## config.mk

```make
export PLATFORM = sky130hd
export DESIGN_NAME = asc_frame
export DESIGN_NICKNAME = d
export VERILOG_FILES = /design/src/logic/asc_pkg.sv /design/src/logic/asc_frame.sv
export SDC_FILE = /design/constraint.sdc
export NUM_CORES = 1
export LEC_CHECK = 0
export ABC_AREA = 1
export BUFFER_PORTS_ARGS = -buffer_cell sky130_fd_sc_hd__buf_2
export CORE_ASPECT_RATIO = 0.5
export CORE_MARGIN = 10
export CORE_UTILIZATION = 56
export CTS_BUF_LIST = sky130_fd_sc_hd__clkbuf_2
export DETAILED_ROUTE_END_ITERATION = 16
export GPL_TIMING_DRIVEN = 1
export PLACE_DENSITY = 0.74
export SETUP_SLACK_MARGIN = 0.4
export SYNTH_ARGS = -nofsm -noshare
export SYNTH_HDL_FRONTEND = slang
export SYNTH_SLANG_ARGS = --single-unit
```

## constraint.sdc

```tcl
create_clock -name mclk -period 3.4 [get_ports mclk]
set_input_delay 0.34 -clock mclk [delete_from_list [all_inputs] [get_ports mclk]]
set_output_delay 0.34 -clock mclk [all_outputs]
set_load 0.01 [all_outputs]
```

## src/logic/asc_pkg.sv

```systemverilog
// constants and types for the serial control front end of the converter
// Overview of operation
// - host sends 8-bit control word msb first; one bit taken per rising clock
// - word bits 7-4 source, 3-2 length, 1 bit order, 0 coding
// - codes 0-10 external inputs; 11 half test, 12 ref low, 13 ref high, 14 power-down
// - source select applies to the conversion right after its own cycle
// - length 00 or 10 gives 12 clocks, 11 gives 16, 01 gives 8
// - new length applies to the same cycle it is shifted in
// - conversion starts a fixed delay after the last falling edge of the frame
// - 16-clock frame sends 12 result bits then four zero pad bits msb first; lsb first sends the four pad bits first
// - 8-clock frame drops the four low bits of the result
// - length change takes effect at the sixth rising clock edge
// - sampling starts at the fourth falling clock edge
// - sampling ends and end-of-conversion drops together, a fixed delay after the last falling edge
// - data input ignored after the first eight clocks
// - order bit 0 sends msb first, 1 lsb first, from the next cycle
// - first bit shown at frame start, next bit on each falling edge
`default_nettype none
package asc_pkg;
  localparam int unsigned ASC_CLK_MHZ = 200;
  localparam int unsigned ASC_EOC_DELAY_NS = 20;
  localparam int unsigned ASC_EOC_DELAY_CYC = (ASC_EOC_DELAY_NS * ASC_CLK_MHZ + 999) / 1000;
  localparam int unsigned ASC_CONV_TIME_NS = 10000;
  localparam int unsigned ASC_CONV_CYC = ASC_CONV_TIME_NS * ASC_CLK_MHZ / 1000;
  localparam logic [7:0] ASC_WORD_RESET = 8'h00;
  localparam logic [11:0] ASC_RESULT_RESET = 12'h000;
  localparam int unsigned ASC_SRC_MSB = 7;
  localparam int unsigned ASC_SRC_LSB = 4;
  localparam int unsigned ASC_LEN_HI = 3;
  localparam int unsigned ASC_LEN_LO = 2;
  localparam int unsigned ASC_ORDER_BIT = 1;
  localparam int unsigned ASC_CODING_BIT = 0;
  localparam logic [4:0] ASC_CTRL_BITS = 5'h08;
  localparam logic [4:0] ASC_SAMPLE_EDGE = 5'h04;
  localparam logic [4:0] ASC_LEN_EDGE = 5'h06;
  localparam logic [4:0] ASC_FRAME_8 = 5'h08;
  localparam logic [4:0] ASC_FRAME_12 = 5'h0c;
  localparam logic [4:0] ASC_FRAME_16 = 5'h10;
  localparam logic [1:0] ASC_LEN_CODE_8 = 2'h1;
  localparam logic [1:0] ASC_LEN_CODE_16 = 2'h3;
  localparam logic [3:0] ASC_SRC_LAST_INPUT = 4'ha;
  localparam logic [3:0] ASC_SRC_HALF = 4'hb;
  localparam logic [3:0] ASC_SRC_REF_LO = 4'hc;
  localparam logic [3:0] ASC_SRC_REF_HI = 4'hd;
  localparam logic [3:0] ASC_SRC_POWER_DOWN = 4'he;
  typedef enum logic [1:0] {ASC_IDLE, ASC_DELAY, ASC_CONVERT} asc_state_t;
endpackage
`default_nettype wire

```

## src/logic/asc_frame.sv

```systemverilog
// serial control front end: framing, control word, sampling, conversion handshake
`default_nettype none
module asc_frame (
  // clock and reset
  input wire logic mclk,
  input wire logic rst,
  input wire logic clk_en,
  // serial link pins, asynchronous to mclk
  input wire logic io_clock,
  input wire logic chip_select_n,
  input wire logic data_in,
  output logic data_out,
  output logic data_out_oe,
  output logic end_of_conversion,
  // converter core side
  input wire logic [11:0] conv_result,
  input wire logic conv_done,
  output logic [3:0] source_select,
  output logic sampling,
  output logic conv_start,
  output logic power_down,
  output logic analog_in_first,
  output logic analog_in_last,
  output logic [7:0] serial_control_word
);
  import asc_pkg::*;

  // ********************
  // synchronisers
  // ********************
  logic [1:0] clk_sync;
  logic [1:0] cs_sync;
  logic [1:0] din_sync;
  logic clk_prev;
  always_ff @(posedge mclk or posedge rst) begin
    if (rst) begin
      clk_sync <= 2'h0;
      cs_sync <= 2'h3;
      din_sync <= 2'h0;
      clk_prev <= 1'b0;
    end else if (clk_en) begin
      clk_sync <= {clk_sync[0], io_clock};
      cs_sync <= {cs_sync[0], chip_select_n};
      din_sync <= {din_sync[0], data_in};
      clk_prev <= clk_sync[1];
    end
  end
  wire selected = ~cs_sync[1];
  wire rise = selected & clk_sync[1] & ~clk_prev;
  wire fall = selected & ~clk_sync[1] & clk_prev;

  // ********************
  // frame counters and control word
  // ********************
  logic [4:0] rise_cnt;
  logic [4:0] fall_cnt;
  logic [7:0] shift_in;
  logic [1:0] len_code;
  logic order_lsb;
  logic order_next;
  logic coding;
  logic [11:0] out_word;
  logic [11:0] result_hold;
  logic [15:0] out_shift;
  asc_state_t state;
  logic [$clog2(ASC_CONV_CYC + 1)-1:0] wait_cnt;

  wire [7:0] next_shift_in = {shift_in[6:0], din_sync[1]};
  wire taking_bit = rise & (rise_cnt < ASC_CTRL_BITS);
  // the length field is complete at the sixth rising edge, then steers this frame
  wire len_arrives = rise & (rise_cnt == ASC_LEN_EDGE - 5'h01);
  wire [1:0] next_len = next_shift_in[1:0];
  wire [4:0] frame_len = (len_code == ASC_LEN_CODE_8) ? ASC_FRAME_8 :
    (len_code == ASC_LEN_CODE_16) ? ASC_FRAME_16 : ASC_FRAME_12;
  wire last_fall = fall & (fall_cnt == frame_len - 5'h01);
  wire sample_fall = fall & (fall_cnt == ASC_SAMPLE_EDGE - 5'h01);
  // only four bits have arrived at the fourth fall, so the source sits in the low nibble
  wire [3:0] word_src = shift_in[ASC_SRC_MSB - ASC_SRC_LSB:0];
  wire word_order = shift_in[ASC_ORDER_BIT];
  wire word_coding = shift_in[ASC_CODING_BIT];
  // coding flips the msb only: signed and unsigned msbs are complements
  wire [11:0] coded = {conv_result[11] ^ coding, conv_result[10:0]};
  // frame image, msb-justified; low four bits are zero padding for 16 clocks
  wire [15:0] msb_img = {result_hold, 4'h0};
  wire [15:0] rev_img;
  // lsb-first: reverse the used bits so the first one sent sits on top
  for (genvar gi = 0; gi < 16; gi++) begin : g_rev
    wire [4:0] pick = 5'h10 - frame_len + 5'(gi);
    assign rev_img[15 - gi] = (5'(gi) < frame_len) ? msb_img[pick[3:0]] : 1'b0;
  end
  // in 8-clock frames only the top byte leaves, dropping four result bits
  wire [15:0] frame_img = order_lsb ? rev_img : msb_img;
  wire src_code_dec = (word_src <= ASC_SRC_LAST_INPUT);

  // a cut frame (select released) restarts both counts from zero
  always_ff @(posedge mclk or posedge rst) begin
    if (rst) begin
      rise_cnt <= 5'h00;
    end else if (clk_en) begin
      if (!selected | last_fall)
        rise_cnt <= 5'h00;
      else if (rise)
        rise_cnt <= rise_cnt + 5'h01;
    end
  end

  always_ff @(posedge mclk or posedge rst) begin
    if (rst) begin
      fall_cnt <= 5'h00;
    end else if (clk_en) begin
      if (!selected | last_fall)
        fall_cnt <= 5'h00;
      else if (fall)
        fall_cnt <= fall_cnt + 5'h01;
    end
  end

  always_ff @(posedge mclk or posedge rst) begin
    if (rst) begin
      shift_in <= ASC_WORD_RESET;
    end else if (clk_en & taking_bit) begin
      shift_in <= next_shift_in;
    end
  end

  // the length steers the frame it arrives in, so framing holds from start-up
  always_ff @(posedge mclk or posedge rst) begin
    if (rst) begin
      len_code <= 2'h0;
    end else if (clk_en & len_arrives) begin
      len_code <= next_len;
    end
  end

  // ********************
  // sampling and conversion sequencing
  // ********************
  wire src_power_down = (word_src == ASC_SRC_POWER_DOWN);
  wire frame_end = (state == ASC_IDLE) & last_fall;
  wire delay_done = (state == ASC_DELAY) &
    (wait_cnt == ($bits(wait_cnt))'(ASC_EOC_DELAY_CYC - 1));
  // power-down skips the core; a timeout guards against a silent core
  wire conv_end = (state == ASC_CONVERT) &
    (power_down | conv_done | (wait_cnt == ($bits(wait_cnt))'(ASC_CONV_CYC)));

  // source choice is taken once per frame, at the fourth fall
  always_ff @(posedge mclk or posedge rst) begin
    if (rst) begin
      source_select <= 4'h0;
      power_down <= 1'b1;
      analog_in_first <= 1'b0;
      analog_in_last <= 1'b0;
    end else if (clk_en & sample_fall) begin
      source_select <= word_src;
      power_down <= src_power_down;
      analog_in_first <= (word_src == 4'h0);
      analog_in_last <= (word_src == ASC_SRC_LAST_INPUT) & src_code_dec;
    end
  end

  // opening the switch wins over closing it: the delay end is the later event
  always_ff @(posedge mclk or posedge rst) begin
    if (rst) begin
      sampling <= 1'b0;
    end else if (clk_en) begin
      if (delay_done)
        sampling <= 1'b0;
      else if (sample_fall)
        sampling <= ~src_power_down;
    end
  end

  always_ff @(posedge mclk or posedge rst) begin
    if (rst) begin
      serial_control_word <= ASC_WORD_RESET;
      order_next <= 1'b0;
      coding <= 1'b0;
    end else if (clk_en & frame_end) begin
      serial_control_word <= shift_in;
      order_next <= word_order;
      coding <= word_coding;
    end
  end

  // order changes only between frames, so a frame in flight is never disturbed
  always_ff @(posedge mclk or posedge rst) begin
    if (rst) begin
      result_hold <= ASC_RESULT_RESET;
      order_lsb <= 1'b0;
    end else if (clk_en & conv_end) begin
      if (!power_down)
        result_hold <= coded;
      order_lsb <= order_next;
    end
  end

  always_ff @(posedge mclk or posedge rst) begin
    if (rst) begin
      state <= ASC_IDLE;
      wait_cnt <= '0;
      conv_start <= 1'b0;
      end_of_conversion <= 1'b1;
    end else if (clk_en) begin
      conv_start <= 1'b0;
      case (state)
        ASC_IDLE: begin
          wait_cnt <= '0;
          if (frame_end)
            state <= ASC_DELAY;
        end
        ASC_DELAY: begin
          // fixed delay keeps the sample instant jitter-free
          if (delay_done) begin
            end_of_conversion <= 1'b0;
            conv_start <= ~power_down;
            wait_cnt <= '0;
            state <= ASC_CONVERT;
          end else
            wait_cnt <= wait_cnt + 1'b1;
        end
        ASC_CONVERT: begin
          if (conv_end) begin
            end_of_conversion <= 1'b1;
            state <= ASC_IDLE;
          end else
            wait_cnt <= wait_cnt + 1'b1;
        end
        default: state <= ASC_IDLE;
      endcase
    end
  end

  // ********************
  // serial output
  // ********************
  logic load_pending;
  logic cs_prev;
  // the load waits one cycle so the freshly held result and order are in place
  always_ff @(posedge mclk or posedge rst) begin
    if (rst) begin
      data_out_oe <= 1'b0;
      load_pending <= 1'b0;
      cs_prev <= 1'b1;
    end else if (clk_en) begin
      cs_prev <= cs_sync[1];
      data_out_oe <= selected;
      load_pending <= conv_end | (cs_prev & ~cs_sync[1]);
    end
  end

  always_ff @(posedge mclk or posedge rst) begin
    if (rst) begin
      out_shift <= 16'h0000;
      data_out <= 1'b0;
    end else if (clk_en) begin
      if (state != ASC_IDLE) begin
        data_out <= 1'b0;
      end else if (load_pending) begin
        out_shift <= {frame_img[14:0], 1'b0};
        data_out <= frame_img[15];
      end else if (fall & ~last_fall) begin
        out_shift <= {out_shift[14:0], 1'b0};
        data_out <= out_shift[15];
      end
    end
  end
endmodule
`default_nettype wire

```

==> run_summary.xml <==
<?xml version="1.0" encoding="UTF-8"?>
<metrics>
  <group name="critical_path">
    <metric name="cp.arrival" unit="ns">2.99</metric>
    <metric name="worstRegToRegCells" unit="">8</metric>
    <metric name="cp_slowest_stage_delay" unit="ns">0.63</metric>
    <metric name="r2r_start" unit="">len_code[0]</metric>
    <metric name="worst_path_most_repeated_cell" unit="">sky130_fd_sc_hd__inv_1</metric>
    <metric name="critical_path.reg2reg.endpoint" unit="">serial_control_word[7]</metric>
    <metric name="crit_path_cell_trace" unit="">nand2_1 -&gt; inv_1 -&gt; ha_1 -&gt; inv_1 -&gt; o21ai_0 -&gt; nor2_2 -&gt; nand4_1 -&gt; o21ai_1</metric>
    <metric name="critPathSlowestCell" unit="">sky130_fd_sc_hd__dfrtp_1</metric>
    <metric name="startpoint_types" unit="">flop</metric>
    <metric name="cp-end-kind" unit="">flop</metric>
    <metric name="cp_data_required_time" unit="ns">3.91</metric>
    <metric name="setup.worst_path.class" unit="">reg2reg</metric>
    <metric name="r2r_slack" unit="ns">0.92</metric>
    <metric name="worstPathMaxFanout" unit="">16</metric>
  </group>
  <group name="cells_and_area">
    <metric name="nets" unit="">683</metric>
    <metric name="final_area" unit="um^2">5280</metric>
    <metric name="syn2layout_area_growth" unit="%">10.2</metric>
    <metric name="filler_cell_count" unit="">714</metric>
    <metric name="antenna-diode-count" unit="">0</metric>
    <metric name="post_route_cells_drive_above_1_share" unit="%">12.3</metric>
  </group>
  <group name="global_routing">
    <metric name="grt_usage" unit="%">18.0</metric>
    <metric name="grt_start_max_net_pins" unit="">91</metric>
    <metric name="globalRoute.totalOverflow" unit="">0</metric>
    <metric name="antenna_found_initial" unit="">0</metric>
    <metric name="grt_pass1_vias" unit="">3881</metric>
    <metric name="grt_first_pass_wirelength" unit="um">18900</metric>
  </group>
  <group name="yosys">
    <metric name="synthDistinctLibCells" unit="">35</metric>
    <metric name="post_synth_inst_count" unit="">610</metric>
    <metric name="syn-mean-instance-area" unit="um^2">7.86</metric>
    <metric name="synth_area" unit="um^2">4790</metric>
    <metric name="synth_top_cells_by_area" unit="">sky130_fd_sc_hd__dfrtp_1 (44%), sky130_fd_sc_hd__nand2_1 (15%), sky130_fd_sc_hd__nand3_1 (6.2%)</metric>
    <metric name="yosysTopAreaCellShare" unit="%">44.4</metric>
    <metric name="synthDominantAreaCellType" unit="">sky130_fd_sc_hd__dfrtp_1</metric>
    <metric name="synth.top_cells.by_count" unit="">sky130_fd_sc_hd__nand2_1 (192), sky130_fd_sc_hd__dfrtp_1 (85), sky130_fd_sc_hd__nand3_1 (59)</metric>
    <metric name="synth_edf_count" unit="">0</metric>
    <metric name="most_repeated_cell_in_the_gate_level_netlist_after_synthesis" unit="">sky130_fd_sc_hd__nand2_1</metric>
    <metric name="ys_ff_latch" unit="">90</metric>
    <metric name="post_syn_nets" unit="">639</metric>
    <metric name="postSynth.asyncResetShare" unit="%">100</metric>
    <metric name="synth-main-ff-cell" unit="">sky130_fd_sc_hd__dfrtp_1</metric>
    <metric name="ys.warnings.count" unit="">0</metric>
    <metric name="synth-seq-area-share" unit="%">47.1</metric>
  </group>
  <group name="die">
    <metric name="dieWidth" unit="um">151</metric>
    <metric name="initial_util" unit="%">58.7</metric>
    <metric name="rows" unit="">23</metric>
    <metric name="core_region_area" unit="um^2">8170</metric>
    <metric name="die-area" unit="um^2">12900</metric>
    <metric name="die-height" unit="um">85.4</metric>
    <metric name="number_of_placed_i_o_pins" unit="">39</metric>
  </group>
  <group name="timing">
    <metric name="finalSetupTns" unit="ns">0</metric>
    <metric name="fin_skew" unit="ns">0.0429</metric>
    <metric name="setup_violations" unit="">0</metric>
    <metric name="clock.fmax" unit="MHz">403</metric>
    <metric name="maxSlewHeadroom" unit="%">57.9</metric>
    <metric name="unrepaired_setup_endpoints_after_global_routing" unit="">false</metric>
    <metric name="post-route-period-util" unit="%">72.9</metric>
    <metric name="final_hold_viol_count" unit="">0</metric>
    <metric name="clock_period_minus_final_worst_setup_slack" unit="ns">2.48</metric>
    <metric name="finalMaxSlewViolations" unit="">0</metric>
    <metric name="max_slew.worst_pin.slew" unit="ns">0.630</metric>
  </group>
  <group name="cts">
    <metric name="path_clk_slew" unit="ns">0.25</metric>
    <metric name="number_of_cts_inserted_buffers" unit="">9</metric>
    <metric name="post_cts.resized_instances" unit="">0</metric>
    <metric name="clock_tree.root_cell" unit="">sky130_fd_sc_hd__clkbuf_2</metric>
    <metric name="htreeDepth" unit="">3</metric>
    <metric name="clock_tree_from_tritoncts" unit="">yes</metric>
    <metric name="clk_path_buf_depth" unit="">2</metric>
    <metric name="cts_sinks" unit="">90</metric>
    <metric name="cts.hold.buffers_added" unit="">15</metric>
    <metric name="worstSkewPairLatency" unit="ns">0.59</metric>
    <metric name="cts_setup_buffers" unit="">0</metric>
  </group>
  <group name="flow_run">
    <metric name="cap_viol_max_count" unit="">0</metric>
  </group>
  <group name="status">
    <metric name="status" unit="">completed</metric>
  </group>
  <group name="hold_path">
    <metric name="min_delay_path_depth" unit="">4</metric>
    <metric name="hold_end" unit="">result_hold[11]</metric>
    <metric name="worstHoldPathType" unit="">in2reg</metric>
    <metric name="worstHoldStart" unit="">conv_result[11]</metric>
  </group>
  <group name="route">
    <metric name="detail_route.wirelength" unit="um">11000</metric>
    <metric name="remaining_drc_errors" unit="">0</metric>
    <metric name="vias_per_cell" unit="">5.28</metric>
    <metric name="num_vias" unit="">4071</metric>
    <metric name="detail-route-antenna-nets" unit="">0</metric>
    <metric name="drt_first_pass_iters" unit="">5</metric>
    <metric name="route.detailed.wl_per_inst" unit="um">14.2</metric>
    <metric name="detailedRoute.firstIterationViolations" unit="">227</metric>
  </group>
  <group name="place">
    <metric name="finalWeightedCongestion" unit="">0.914</metric>
    <metric name="post-dp-hpwl" unit="um">7640</metric>
    <metric name="post_dp_cell_area" unit="um^2">5020</metric>
    <metric name="port-buffer-count" unit="">38</metric>
  </group>
  <group name="power_and_ir_drop">
    <metric name="total_leakage_power" unit="nW">2.66</metric>
    <metric name="power_dens_cells" unit="nW/um^2">615</metric>
    <metric name="peakVddDrop" unit="mV">0.259</metric>
  </group>
</metrics>
==> layer usage <==
| metal | share of wire (%) | track usage, % |
|---|---|---|
| met4 | 0.99 | 4.60 |
| met2 | 48 | 29.3 |
| met3 | 5.1 | 4.87 |
| met5 | 0 | 0 |
| met1 | 46 | 23.4 |
==> cell type report <==
class	count	area (um^2)	share of cell area, %
inverters	56	211	4.00
clock inverters	6	67.6	1.28
flip-flops and latches	90	2260	42.7
multi-input cells	442	2190	41.4
clock buffers	10	50.0	0.947
well taps	112	140	2.65
repair buffers	55	368	6.96
==> how the worst max path moves through the flow <==
stage	end	cells past startpoint	slack, ns	start
floorplan	analog_in_first	1	0.73	rst
global placement	serial_control_word[2]	9	0.99	len_code[0]
detailed placement	serial_control_word[7]	8	0.92	len_code[0]
CTS	serial_control_word[7]	8	0.88	len_code[0]
global route	serial_control_word[7]	8	0.56	len_code[0]
finish	serial_control_word[7]	8	0.92	len_code[0]
==> where the power goes <==
group          leakage [nW]  switching [mW]  internal (mW)
logic                  1.41           0.741          0.382
clock network        0.0697           0.375          0.174
registers              1.18           0.249           1.33
total                  2.66            1.36           1.89
==> cells in the final DEF, fill, tap and decap left out, types with 2 or more instances in the layout <==
| cell type | Yosys | final |
|---|---|---|
| sky130_fd_sc_hd__o211ai_1 | 4 | 4 |
| sky130_fd_sc_hd__a21oi_1 | 19 | 19 |
| sky130_fd_sc_hd__o21ai_1 | 15 | 15 |
| sky130_fd_sc_hd__buf_2 | 5 | 38 |
| sky130_fd_sc_hd__nor2_1 | 44 | 44 |
| sky130_fd_sc_hd__nand3_1 | 59 | 59 |
| sky130_fd_sc_hd__clkbuf_2 | 0 | 10 |
| sky130_fd_sc_hd__dfstp_2 | 5 | 5 |
| sky130_fd_sc_hd__o21ai_2 | 5 | 5 |
| sky130_fd_sc_hd__nand2_4 | 5 | 5 |
| sky130_fd_sc_hd__o21ai_0 | 46 | 46 |
| sky130_fd_sc_hd__xnor2_1 | 2 | 2 |
| sky130_fd_sc_hd__nand2_2 | 3 | 3 |
| sky130_fd_sc_hd__clkinv_1 | 1 | 2 |
| sky130_fd_sc_hd__inv_2 | 2 | 2 |
| sky130_fd_sc_hd__nand4_1 | 12 | 12 |
| sky130_fd_sc_hd__inv_1 | 53 | 52 |
| sky130_fd_sc_hd__a22oi_1 | 5 | 5 |
| sky130_fd_sc_hd__nand2_1 | 192 | 192 |
| sky130_fd_sc_hd__xor2_1 | 10 | 10 |
| sky130_fd_sc_hd__clkinv_4 | 0 | 3 |
| sky130_fd_sc_hd__dlygate4sd3_1 | 0 | 15 |
| sky130_fd_sc_hd__ha_1 | 10 | 10 |
| sky130_fd_sc_hd__dfrtp_1 | 85 | 85 |
==> cells by family after synthesis <==
family	synth area share [%]
fa+ha+maj	2.61
xor+xnor	2.19
simple gates	29.2
compound gates	11.6
buf+inv	7.25
flops	47.1
==> critical path, delay by kind of cell, from the launching register on <==
| family | cells | cell delay (ns) |
|---|---|---|
| buf+inv | 2 | 0.26 |
| fa+ha+maj | 1 | 0.25 |
| flops | 1 | 0.63 |
| simple gates | 3 | 0.86 |
| compound gates | 2 | 0.43 |
==> state kept, by name, summed over array words and instances, names as in the netlist, 2 cells and up <==
signal,count
out_shift,15
result_hold,12
wait_cnt,11
serial_control_word,8
shift_in,8
fall_cnt,5
rise_cnt,5
source_select,4
clk_sync,2
cs_sync,2
din_sync,2
len_code,2
state,2
==> stage by stage <==
step | hold slack [ns] | util (%) | setup WS, ns | cells | total power [mW]
global route | 0.0265 | 64.7 | 0.563 | 771 | 3.53
floorplan | 0.436 | - | 0.733 | 610 | 2.41
detailed placement | 0.455 | 61.4 | 0.923 | 740 | 2.70
CTS | 0.000257 | 64.7 | 0.883 | 771 | 3.27
global placement | 0.448 | 61.4 | 0.995 | 740 | 2.67
finish | 0.0399 | 64.7 | 0.921 | 771 | 3.25
Power figures use the tool's default switching activity.
